`src/gpio_pkg.sv`:
```
/*
  constants shared by the two-port gpio block: register offsets, field positions,
  reset values, pin widths and the bus-side state type.
  assumes a 32-bit ahb-lite slave decoding the low address byte only.
*/
package gpio_pkg;

  // ============================================================
  // widths
  localparam int PA_W = 8;
  localparam int PB_W = 3;
  localparam int AW = 8;

  // ============================================================
  // register byte offsets
  localparam logic [7:0] OFS_PA_DATA = 8'h00;
  localparam logic [7:0] OFS_PA_DIR = 8'h04;
  localparam logic [7:0] OFS_PA_PULL = 8'h08;
  localparam logic [7:0] OFS_PA_TDIS = 8'h0c;
  localparam logic [7:0] OFS_PB_DATA = 8'h10;
  localparam logic [7:0] OFS_PB_DIR = 8'h14;
  localparam logic [7:0] OFS_STBY = 8'h18;
  localparam logic [7:0] OFS_TPSC = 8'h1c;
  // alias addresses that read the latch, as a read-modify-write read does
  localparam logic [7:0] OFS_PA_DATA_LAT = 8'h40;
  localparam logic [7:0] OFS_PB_DATA_LAT = 8'h50;

  // ============================================================
  // field positions
  localparam int PIN_STATE_BIT = 0;
  localparam int TOUCH_STOP_BIT = 0;
  localparam int HTRANS_ACTIVE_BIT = 1;

  // ============================================================
  // reset values
  localparam logic [7:0] RST_PA_DATA = 8'h00;
  localparam logic [7:0] RST_PA_DIR = 8'h00;
  localparam logic [7:0] RST_PA_PULL = 8'h00;
  localparam logic [7:0] RST_PA_TDIS = 8'h00;
  localparam logic [2:0] RST_PB_DATA = 3'h0;
  localparam logic [2:0] RST_PB_DIR = 3'h0;
  localparam logic RST_PIN_STATE = 1'b0;
  localparam logic RST_TOUCH_STOP = 1'b0;

  // port b pins built as n-channel open drain
  localparam logic [2:0] PB_OD_MASK = 3'h4;
  localparam logic HRESP_OKAY = 1'b0;

  // ============================================================
  // bus slave states
  typedef enum logic [1:0] {
    BUS_IDLE,
    BUS_WRITE,
    BUS_READ_WAIT,
    BUS_READ_DONE
  } bus_state_t;

endpackage

```
`src/gpio_touch_shared_ports.sv`:
```
/*
  gpio logic for an eight-bit touch-shared port (a) and a three-bit port (b)
  shared with oscillator and reset pins, with an ahb-lite register slave.
  assumes a pad ring resolving out/oe per pin, standby_i from the clock
  controller on clock_i, and a touch sensor that uses touch_en_o.
//
// Summary of operation
// - direction 1 makes the pin an output driven from its latch bit.
// - direction 0 makes the pin an input; latch is not driven.
// - data writes always load the latch; only outputs show it.
// - reading data on an output bit returns the latch bit.
// - input bits read the pin; read-modify-write reads return the latch.
// - reset clears port a direction and touch-disable to zero.
// - touch-disable 0 selects touch input, 1 enables port input.
// - pull-up bit 1 connects the pull-up, 0 disconnects it.
// - a pin driving low always has its pull-up disconnected.
// - standby with pin-state bit 1 floats pins and holds inputs low.
// - touch stop-enable 1 keeps touch inputs live during standby.
// - pin-state bit 0 leaves pins unchanged during standby.
// - open-drain port b pins float when their latch is 1.
// - reset clears port b direction to zero.
*/
// Our own choices: register access over AHB-Lite and the register addresses.
`timescale 1ns/1ps
module gpio_touch_shared_ports (
  input wire logic clock_i, // 20 mhz cpu clock
  input wire logic nrst_i, // async reset, active low
  input wire logic hsel_i, // ahb slave select
  input wire logic [7:0] haddr_i, // ahb address, low byte
  input wire logic [1:0] htrans_i, // ahb transfer type
  input wire logic hwrite_i, // ahb write
  input wire logic [2:0] hsize_i, // ahb size, word only
  input wire logic [31:0] hwdata_i, // ahb write data
  input wire logic hready_i, // ahb bus ready
  output logic hreadyout_o, // ahb slave ready
  output logic hresp_o, // ahb response, always okay
  output logic [31:0] hrdata_o, // ahb read data
  input wire logic standby_i, // stop or watch mode active
  input wire logic [7:0] pa_in_i, // port a pad levels
  output logic [7:0] pa_out_o, // port a pad drive value
  output logic [7:0] pa_oe_o, // port a pad drive enable
  output logic [7:0] pa_pullup_o, // port a pull-up connect
  output logic [7:0] touch_en_o, // touch input path live per pin
  input wire logic [2:0] pb_in_i, // port b pad levels
  output logic [2:0] pb_out_o, // port b pad drive value
  output logic [2:0] pb_oe_o // port b pad drive enable
);

  // ============================================================
  // registers
  logic [7:0] pa_data_r;
  logic [7:0] pa_dir_r;
  logic [7:0] pa_pull_r;
  logic [7:0] pa_tdis_r;
  logic [2:0] pb_data_r;
  logic [2:0] pb_dir_r;
  logic pin_state_r;
  logic touch_stop_r;
  gpio_pkg::bus_state_t state_r;
  gpio_pkg::bus_state_t state_nxt;
  logic [7:0] addr_r;
  logic [31:0] hrdata_r;
  logic [7:0] pa_sync;
  logic [2:0] pb_sync;
  logic [7:0] pa_in_eff;
  logic [2:0] pb_in_eff;
  logic blk;
  logic take;
  logic wr_en;

  // ============================================================
  // pin input synchronisers
  pin_sync #(.W(gpio_pkg::PA_W)) u_sync_a (
    .clock_i(clock_i),
    .nrst_i(nrst_i),
    .d_i(pa_in_i),
    .q_o(pa_sync)
  );

  pin_sync #(.W(gpio_pkg::PB_W)) u_sync_b (
    .clock_i(clock_i),
    .nrst_i(nrst_i),
    .d_i(pb_in_i),
    .q_o(pb_sync)
  );

  // ============================================================
  // pads
  // blocking only applies with the pin-state bit set
  assign blk = standby_i & pin_state_r;

  genvar gi;
  generate
    for (gi = 0; gi < gpio_pkg::PA_W; gi++) begin : g_pa
      assign pa_out_o[gi] = pa_data_r[gi];
      assign pa_oe_o[gi] = pa_dir_r[gi] & ~blk;
      // pull-up off while driving low or floated in standby
      assign pa_pullup_o[gi] = pa_pull_r[gi] & ~blk
          & ~(pa_oe_o[gi] & ~pa_data_r[gi]);
      // port input only when touch disable is 1; held low when blocked
      assign pa_in_eff[gi] = pa_sync[gi] & pa_tdis_r[gi] & ~blk;
      assign touch_en_o[gi] = ~pa_tdis_r[gi] & ~pa_dir_r[gi]
          & ~(blk & ~touch_stop_r);
    end
    for (gi = 0; gi < gpio_pkg::PB_W; gi++) begin : g_pb
      if (gpio_pkg::PB_OD_MASK[gi]) begin : g_od
        // open drain never drives high: a latch 1 leaves the pad floating
        assign pb_out_o[gi] = 1'b0;
        assign pb_oe_o[gi] = pb_dir_r[gi] & ~pb_data_r[gi] & ~blk;
      end else begin : g_pp
        assign pb_out_o[gi] = pb_data_r[gi];
        assign pb_oe_o[gi] = pb_dir_r[gi] & ~blk;
      end
      assign pb_in_eff[gi] = pb_sync[gi] & ~blk;
    end
  endgenerate

  // ============================================================
  // bus slave
  assign take = hsel_i & hready_i & htrans_i[gpio_pkg::HTRANS_ACTIVE_BIT];
  assign wr_en = (state_r == gpio_pkg::BUS_WRITE);
  assign hreadyout_o = (state_r != gpio_pkg::BUS_READ_WAIT);
  assign hresp_o = gpio_pkg::HRESP_OKAY;
  assign hrdata_o = hrdata_r;

  function automatic logic hit(input logic [7:0] a, input logic [7:0] ofs);
    hit = (a == ofs);
  endfunction

  function automatic logic [31:0] rd_value(input logic [7:0] a);
    logic [31:0] v;
    v = '0;
    // output bits read the latch, input bits the pin
    if (hit(a, gpio_pkg::OFS_PA_DATA)) begin
      v[7:0] = (pa_dir_r & pa_data_r) | (~pa_dir_r & pa_in_eff);
    end else if (hit(a, gpio_pkg::OFS_PA_DATA_LAT)) begin
      v[7:0] = pa_data_r;
    end else if (hit(a, gpio_pkg::OFS_PA_DIR)) begin
      v[7:0] = pa_dir_r;
    end else if (hit(a, gpio_pkg::OFS_PA_PULL)) begin
      v[7:0] = pa_pull_r;
    end else if (hit(a, gpio_pkg::OFS_PA_TDIS)) begin
      v[7:0] = pa_tdis_r;
    end else if (hit(a, gpio_pkg::OFS_PB_DATA)) begin
      v[2:0] = (pb_dir_r & pb_data_r) | (~pb_dir_r & pb_in_eff);
    end else if (hit(a, gpio_pkg::OFS_PB_DATA_LAT)) begin
      v[2:0] = pb_data_r;
    end else if (hit(a, gpio_pkg::OFS_PB_DIR)) begin
      v[2:0] = pb_dir_r;
    end else if (hit(a, gpio_pkg::OFS_STBY)) begin
      v[gpio_pkg::PIN_STATE_BIT] = pin_state_r;
    end else if (hit(a, gpio_pkg::OFS_TPSC)) begin
      v[gpio_pkg::TOUCH_STOP_BIT] = touch_stop_r;
    end
    rd_value = v;
  endfunction

  always_comb begin
    state_nxt = gpio_pkg::BUS_IDLE;
    case (state_r)
      gpio_pkg::BUS_READ_WAIT: state_nxt = gpio_pkg::BUS_READ_DONE;
      gpio_pkg::BUS_IDLE,
      gpio_pkg::BUS_WRITE,
      gpio_pkg::BUS_READ_DONE: begin
        if (take) begin
          state_nxt = hwrite_i ? gpio_pkg::BUS_WRITE : gpio_pkg::BUS_READ_WAIT;
        end
      end
      default: state_nxt = gpio_pkg::BUS_IDLE;
    endcase
  end

  always_ff @(posedge clock_i or negedge nrst_i) begin
    if (!nrst_i) begin
      state_r <= gpio_pkg::BUS_IDLE;
    end else begin
      state_r <= state_nxt;
    end
  end

  always_ff @(posedge clock_i or negedge nrst_i) begin
    if (!nrst_i) begin
      addr_r <= 8'h00;
    end else if (take && hreadyout_o) begin
      addr_r <= haddr_i;
    end
  end

  // one wait state lets a preceding write settle before the read samples
  always_ff @(posedge clock_i or negedge nrst_i) begin
    if (!nrst_i) begin
      hrdata_r <= 32'h0000_0000;
    end else if (state_r == gpio_pkg::BUS_READ_WAIT) begin
      hrdata_r <= rd_value(addr_r);
    end
  end

  // ============================================================
  // register writes; the latch-read alias also writes the latch
  always_ff @(posedge clock_i or negedge nrst_i) begin
    if (!nrst_i) begin
      pa_data_r <= gpio_pkg::RST_PA_DATA;
      pb_data_r <= gpio_pkg::RST_PB_DATA;
    end else if (wr_en) begin
      if (hit(addr_r, gpio_pkg::OFS_PA_DATA) || hit(addr_r, gpio_pkg::OFS_PA_DATA_LAT)) begin
        pa_data_r <= hwdata_i[7:0];
      end
      if (hit(addr_r, gpio_pkg::OFS_PB_DATA) || hit(addr_r, gpio_pkg::OFS_PB_DATA_LAT)) begin
        pb_data_r <= hwdata_i[2:0];
      end
    end
  end

  always_ff @(posedge clock_i or negedge nrst_i) begin
    if (!nrst_i) begin
      pa_dir_r <= gpio_pkg::RST_PA_DIR;
      pa_tdis_r <= gpio_pkg::RST_PA_TDIS;
      pa_pull_r <= gpio_pkg::RST_PA_PULL;
      pb_dir_r <= gpio_pkg::RST_PB_DIR;
    end else if (wr_en) begin
      if (hit(addr_r, gpio_pkg::OFS_PA_DIR)) begin
        pa_dir_r <= hwdata_i[7:0];
      end
      if (hit(addr_r, gpio_pkg::OFS_PA_TDIS)) begin
        pa_tdis_r <= hwdata_i[7:0];
      end
      if (hit(addr_r, gpio_pkg::OFS_PA_PULL)) begin
        pa_pull_r <= hwdata_i[7:0];
      end
      if (hit(addr_r, gpio_pkg::OFS_PB_DIR)) begin
        pb_dir_r <= hwdata_i[2:0];
      end
    end
  end

  always_ff @(posedge clock_i or negedge nrst_i) begin
    if (!nrst_i) begin
      pin_state_r <= gpio_pkg::RST_PIN_STATE;
      touch_stop_r <= gpio_pkg::RST_TOUCH_STOP;
    end else if (wr_en) begin
      if (hit(addr_r, gpio_pkg::OFS_STBY)) begin
        pin_state_r <= hwdata_i[gpio_pkg::PIN_STATE_BIT];
      end
      if (hit(addr_r, gpio_pkg::OFS_TPSC)) begin
        touch_stop_r <= hwdata_i[gpio_pkg::TOUCH_STOP_BIT];
      end
    end
  end

  // ============================================================
  // checks
  logic first_r;
  always_ff @(posedge clock_i or negedge nrst_i) begin
    if (!nrst_i) begin
      first_r <= 1'b1;
    end else begin
      first_r <= 1'b0;
    end
  end
endmodule

```
`src/pin_sync.sv`:
```
/*
  two-flop synchroniser for a group of pin levels.
  assumes the inputs are asynchronous to clock_i and only the output is read.
*/
`timescale 1ns/1ps
module pin_sync #(
  parameter int W = 8
) (
  input wire logic clock_i, // block clock
  input wire logic nrst_i, // async reset, active low
  input wire logic [W-1:0] d_i, // raw pin levels
  output logic [W-1:0] q_o // synchronised levels
);

  logic [W-1:0] meta_r;

  // ============================================================
  // first stage feeds only the second
  always_ff @(posedge clock_i or negedge nrst_i) begin
    if (!nrst_i) begin
      meta_r <= '0;
      q_o <= '0;
    end else begin
      meta_r <= d_i;
      q_o <= meta_r;
    end
  end

endmodule

```
`config.mk`:
```
export PLATFORM = sky130hd
export DESIGN_NAME = gpio_touch_shared_ports
export DESIGN_NICKNAME = d
export VERILOG_FILES = /design/src/gpio_pkg.sv /design/src/gpio_touch_shared_ports.sv /design/src/pin_sync.sv
export SDC_FILE = /design/constraint.sdc
export NUM_CORES = 1
export LEC_CHECK = 0
export BUFFER_PORTS_ARGS = -buffer_cell sky130_fd_sc_hd__buf_2
export CAP_MARGIN = 20
export CORE_ASPECT_RATIO = 0.9
export CORE_MARGIN = 2
export CORE_UTILIZATION = 44
export CTS_CLUSTER_DIAMETER = 30
export DETAILED_ROUTE_END_ITERATION = 7
export PLACE_DENSITY = 0.83
export SYNTH_ARGS = -nofsm -noshare
export SYNTH_HDL_FRONTEND = slang
export SYNTH_SLANG_ARGS = --single-unit
```
`constraint.sdc`:
```
create_clock -name clock_i -period 1.5 [get_ports clock_i]
set_input_delay 0.225 -clock clock_i [delete_from_list [all_inputs] [get_ports clock_i]]
set_output_delay 0.225 -clock clock_i [all_outputs]
set_load 0.01 [all_outputs]
```
; Yosys cells after proc, flatten, opt, wreduce, memory -nomap -nowiden
; Cells that the tools add are included.
; Widths: inputs -> output; s select.
[totals]
in_bits = 62
ff_bits = 80
word_cells = 176
[classes]
n_mux = 15
n_bitwise = 119
n_reduce_logical = 14
n_eq_ne = 13
[op_table]
columns = cell, n
row1 = $and 1x1->1, 75
row2 = $not 1->1, 36
row3 = $eq 8x5->1 const B, 4
row4 = $mux 8, 4
row5 = $and 8x8->8, 2
row6 = $eq 8x4->1 const B, 2
row7 = $eq 8x7->1 const B, 2
row8 = $reduce_and 2->1, 8
row9 = $mux 3, 3
row10 = $eq 8x3->1 const B, 1
row11 = $logic_not 8->1, 1
row12 = $not 8->8, 1
row13 = $or 8x8->8, 1
row14 = $and 3x3->3, 2
row15 = $mux 2, 3
row16 = $mux 5, 1
row17 = $eq 2x2->1 const B, 2
row18 = $pmux 2 s2, 1
row19 = $mux 1, 3
row20 = $not 3->3, 1
row21 = $or 3x3->3, 1
row22 = $reduce_or 3->1, 1
row23 = $eq 2x1->1 const B, 1
row24 = $logic_not 2->1, 1
row25 = 3 further kinds, 4

; Longest topological paths before layout
[logic_depth]
ltp_word = 11
depth_mapped = 7

; By module
; From an unflattened synthesis, not the netlist that was laid out.
[unflattened]
cells_unflattened = 351
area_unflattened_um2 = 3868.7
[modules_own_cells]
columns = mod, n_inst, area_each_um2, cells_per_inst
row1 = gpio_touch_shared_ports, 1, 3318.2, 329
row2 = pin_sync at u_sync_a, 1, 400.4, 16
row3 = pin_sync at u_sync_b, 1, 150.1, 6

; Worst setup path before layout
; OpenSTA, ideal clock, no wires.
[synth_path]
path_kind = register to register
from = reg addr_r[1]
to = reg hrdata_r[0] (netlist: hrdata_o[0])
arrival_time_ps = 1429
period_less_slack_ps = 1560
setup_slack_ps = -60
stages_incl_launch_ff = 6
setup_time_ps = 131
cell_sequence = dfrtp_1 > or2_1 > buf_6 > or3_4 > o31ai_2 > nand3_1
[synth_via]
elab_chain_len = 11
word_cells_on_any_way = 20
cone_classes = eq/ne (9) / mux (10) / reduce/logical (1)
[synth_rtl]
columns = item, line_no
row1 = "start, declared", gpio_touch_shared_ports.sv:61  ; logic [7:0] addr_r;
row2 = "start signal, assigned", gpio_touch_shared_ports.sv:185  ; addr_r <= haddr_i;
row3 = $eq 8x5->1, gpio_touch_shared_ports.sv:127  ; hit = (a == ofs);
row4 = $mux 1, gpio_touch_shared_ports.sv:152  ; end else if (hit(a, gpio_pkg::OFS_TPSC)) begin
row5 = $mux 1, gpio_touch_shared_ports.sv:150  ; end else if (hit(a, gpio_pkg::OFS_STBY)) begin
row6 = $mux 1, gpio_touch_shared_ports.sv:148  ; end else if (hit(a, gpio_pkg::OFS_PB_DIR)) begin
row7 = $mux 3, gpio_touch_shared_ports.sv:146  ; end else if (hit(a, gpio_pkg::OFS_PB_DATA_LAT)) begin
row8 = $mux 3, gpio_touch_shared_ports.sv:144  ; end else if (hit(a, gpio_pkg::OFS_PB_DATA)) begin
row9 = $mux 3, gpio_touch_shared_ports.sv:142  ; end else if (hit(a, gpio_pkg::OFS_PA_TDIS)) begin
row10 = $mux 8, gpio_touch_shared_ports.sv:140  ; end else if (hit(a, gpio_pkg::OFS_PA_PULL)) begin
row11 = $mux 8, gpio_touch_shared_ports.sv:138  ; end else if (hit(a, gpio_pkg::OFS_PA_DIR)) begin
row12 = $mux 8, gpio_touch_shared_ports.sv:136  ; end else if (hit(a, gpio_pkg::OFS_PA_DATA_LAT)) begin
row13 = $mux 8 (*), gpio_touch_shared_ports.sv:134  ; if (hit(a, gpio_pkg::OFS_PA_DATA)) begin
row14 = "end signal, assigned", gpio_touch_shared_ports.sv:194  ; hrdata_r <= rd_value(addr_r);
row15 = "end, declared", gpio_touch_shared_ports.sv:62  ; logic [31:0] hrdata_r;
; Mark *: on every way between the ends. The rest lies on a longest branch, timed or not.
; A chain may end at the register's enable or synchronous reset.

; Worst setup path in the final report
[layout_path]
from = reg pin_state_r
to = out touch_en_o[1]
[layout_via]
elab_chain_len = 4
[layout_rtl]
columns = item, line_no
row1 = "start, declared", gpio_touch_shared_ports.sv:57  ; logic pin_state_r;
row2 = "start signal, assigned", gpio_touch_shared_ports.sv:238  ; pin_state_r <= gpio_pkg::RST_PIN_STATE;
row3 = "start signal, assigned", gpio_touch_shared_ports.sv:242  ; pin_state_r <= hwdata_i[gpio_pkg::PIN_STATE_BIT];
row4 = $and 1x1->1, gpio_touch_shared_ports.sv:90  ; assign blk = standby_i & pin_state_r;
row5 = $and 1x1->1, gpio_touch_shared_ports.sv:103  ; & ~(blk & ~touch_stop_r);
row6 = $not 1->1, gpio_touch_shared_ports.sv:103
row7 = $and 1x1->1, gpio_touch_shared_ports.sv:103
row8 = "end, declared", gpio_touch_shared_ports.sv:43  ; output logic [7:0] touch_en_o,
; Every way passes these cells.

==> metrics <==
worst hold path type in -> reg; CP startpoint pin_state_r$_DFFE_PN0P_; Post-Syn Area 3970 um2; DRC 0; Sequential Power Share 39.8%; Crit path arrival time 1.39 ns; failing checks setup timing; Layout Nets 560; Critical Path Start Type flip-flop; max capacitance violation total 0; xor/xnor cell area share of the yosys netlist 0%; Initial Util 45.69%; CTS tree yes; gr ovfl total 0; GRT Total Usage 21.69%; clk_lat worst skew 0.34 ns; Yosys warnings 0; Synth-to-Final Area Change 37.82%; H-tree depth 3; Primary FF master, synth dfrtp_1; Layout Cells excl Fill 621; post-synthesis mux area share 15.25%; die height 94.12 um; Crit Path Class reg -> out; num ports 134; Seq cells post-synth 80; status finished with violations; VDD IR max 0.0005976 V; Worst R2R End hrdata_o[0]$_DFFE_PN0N_; Core Area 8688 um2; DR pass1 iterations 4; Fin Setup TNS -2.293 ns; dpl cells 577; # fillers 661; post-DP HPWL 7168 um; CTS sink cnt 80; cell count after synthesis 360; layout cell share with drive strength beyond 1 50.80%; RSZ-0062 raised after global routing true; R2R depth 5; GPL Wtd Cong 0.8926; CTS clk-pin slew, worst paths 0.08 ns; largest net degree at the start of global routing 81; initial antenna violation count 0; routed vias/inst 5.311; Tmin final 1.619 ns; clk_skew 0.005962 ns; Gate power share 40.3%; Final Util 62.98%; Post-Route WL 10890 um; fmax 0.6178 GHz; WHS Path Cells 3; deepest clock path buffer count 2; via count 3298; R2R setup slack -0.08 ns; count of cell types in the netlist 46; dpl cell area 4629 um2; Synth Area in Compound Gates 9.077%; Finished Cell Area 5472 um2; worst-path maximum fanout 8; vias in the first global route 3196; wire per inst 17.53 um; sequential-to-total area share from yosys stat 50.43%; Fin. Hold Viols 0; nature of the critical path endpoint primary output; # setup viols final 52; global-route wire length before repair 16450 um; switching share of power 36.43%; hold endpoint addr_r[3]$_DFFE_PN0P_; final worst slack -0.1186 ns; Min-Delay Startpoint haddr_i[3]; ys async rst share 100.0%; worst hold slack 0.08186 ns; Max Slew Vio Count 0; row count 32; Net Sw Power 2.838 mW; chip width 104.1 um; R2R Path Start addr_r[0]$_DFFE_PN0P_; Clock Power Share 19.9%; Initial DRC Count 242; IO Port Bufs 79; internal power 4.951 mW; Pwr per Cell Area 1424 nW/um2; clk root buf clkbuf_8; Lkg Pwr 2.488 nW; main combinational cell family by area after synthesis simple AND/OR/NAND/NOR gates; Routed Antenna Nets 0; Post-Synth Simple-Gate Area 17.55%; Worst EP required 1.27 ns; Final Cycle Share 107.9%; Antenna Diode Count 0; die footprint 9800 um2; total CTS buffers 9; syn_area_per_cell 11.03 um2; Synth Area in Adders 0%; Post-synth EDFFs 0
## how the worst max path moves through the flow
stage | end | slack (ns) | cells after the start
2_1_floorplan | hrdata_o[0]$_DFFE_PN0N_ | -0.02 | 5
3_3_place_gp | hrdata_o[6]$_DFFE_PN0N_ | -0.14 | 6
3_5_place_dp | hrdata_o[6]$_DFFE_PN0N_ | -0.16 | 6
4_1_cts | pa_pullup_o[1] | -0.09 | 4
5_1_grt | hrdata_o[2]$_DFFE_PN0N_ | -0.16 | 6
6_report | touch_en_o[1] | -0.12 | 5
## synth_stat cells, types with 2 or more instances
cell type   n  area [um2]
o2111ai_1   2       17.52
nand3_2     2       20.02
nor2_1     15       56.30
buf_4      30       225.2
o21ai_0    19       95.09
nor3_2      2       20.02
inv_1       3       11.26
nand2b_1    9       56.30
buf_2       7       35.03
and3_1      9       56.30
nor3_1      9       45.04
nand2_1    30       112.6
mux2_2     51       574.3
o21a_1      2       15.01
o211ai_1    5       37.54
nor2b_1     6       37.54
mux2i_1     2       20.02
and2_1     10       62.56
a22oi_1     3       22.52
a21oi_1    16       80.08
nor2_2      2       12.51
o22ai_1     2       12.51
nand4_1     9       56.30
nand3_1     8       40.04
a31oi_1     3       18.77
clkbuf_1    5       18.77
dfrtp_1    80        2002
## stage by stage
step / setup WS, ns / total power, mW
6_report: -0.1186 / 7.789
5_1_grt: -0.1570 / 8.177
4_1_cts: -0.08731 / 7.380
2_1_floorplan: -0.01798 / 4.490
3_3_place_gp: -0.1433 / 5.419
3_5_place_dp: -0.1639 / 5.502
## routing by layer
metal,global-route usage [%],part of all wire [%]
met1,29.92,44
met2,33.83,48
met3,5.270,6.4
met4,7.095,1.9
met5,0,0
## kinds of logic (layout without fill, tap and decap cells)
| logic type | count (synthesis) | after routing |
|---|---|---|
| AND/OR/NAND/NOR | 121 | 121 |
| flip-flops | 80 | 80 |
| AO/OA/AOI/OAI | 58 | 58 |
| multiplexers | 54 | 54 |
| buffers and inverters | 46 | 163 |
| other | 1 | 26 |
## power groups by stage
stage / registers [mW] / logic [mW] / clock network (mW)
finish: 3.10 / 3.14 / 1.55
global route: 3.15 / 3.36 / 1.67
CTS: 3.05 / 2.77 / 1.57
detailed placement: 3.02 / 2.48 / 0
global placement: 3.00 / 2.42 / 0
floorplan: 2.97 / 1.53 / 0
## registers in the layout, summed over array words and instances, names as in the netlist
name,cells
pa_out_o,8
addr_r,8
pb_data_r,3
touch_stop_r,1
pb_dir_r,3
pa_tdis_r,8
pa_pull_r,8
pa_dir_r,8
u_sync_a.q_o,8
pin_state_r,1
hrdata_o,8
u_sync_a.meta_r,8
u_sync_b.meta_r,3
state_r,2
u_sync_b.q_o,3
## critical path, stage by stage (launching register included)
cell and delay [ns]:
dfrtp_1 0.42, nand2_4 0.11, nor2_4 0.04, buf_12 0.16, nor3_4 0.15, buf_2 0.16
## cell usage in the layout, fill, tap and decap left out, types with 10 or more instances in the layout
cell type / instances
o21ai_0: 10
nor3_4: 10
conb_1: 26
nand2_1: 27
buf_2: 74
dlygate4sd3_1: 12
clkbuf_8: 10
buf_6: 17
nor2_1: 12
buf_4: 37
a21oi_1: 10
dfrtp_1: 76
mux2_2: 50
## cell type report
class | count | area [um2] | share of cell area [%]
clock buffer | 12 | 145.1 | 2.653
clock inverter | 3 | 42.54 | 0.7775
inverter | 3 | 13.76 | 0.2515
multi-input combinational | 259 | 2064 | 37.73
sequential | 80 | 2007 | 36.68
tap | 119 | 148.9 | 2.721
timing repair buffer | 145 | 1050 | 19.19
## repair_timing
action,CTS,global route
setup buffers,6,11
gates resized for setup,57,45
hold buffers,12,0
setup endpoints to repair,66,68
pin swaps,10,23
endpoints found under the hold margin,91,0
(Power assumes the default switching activity.)
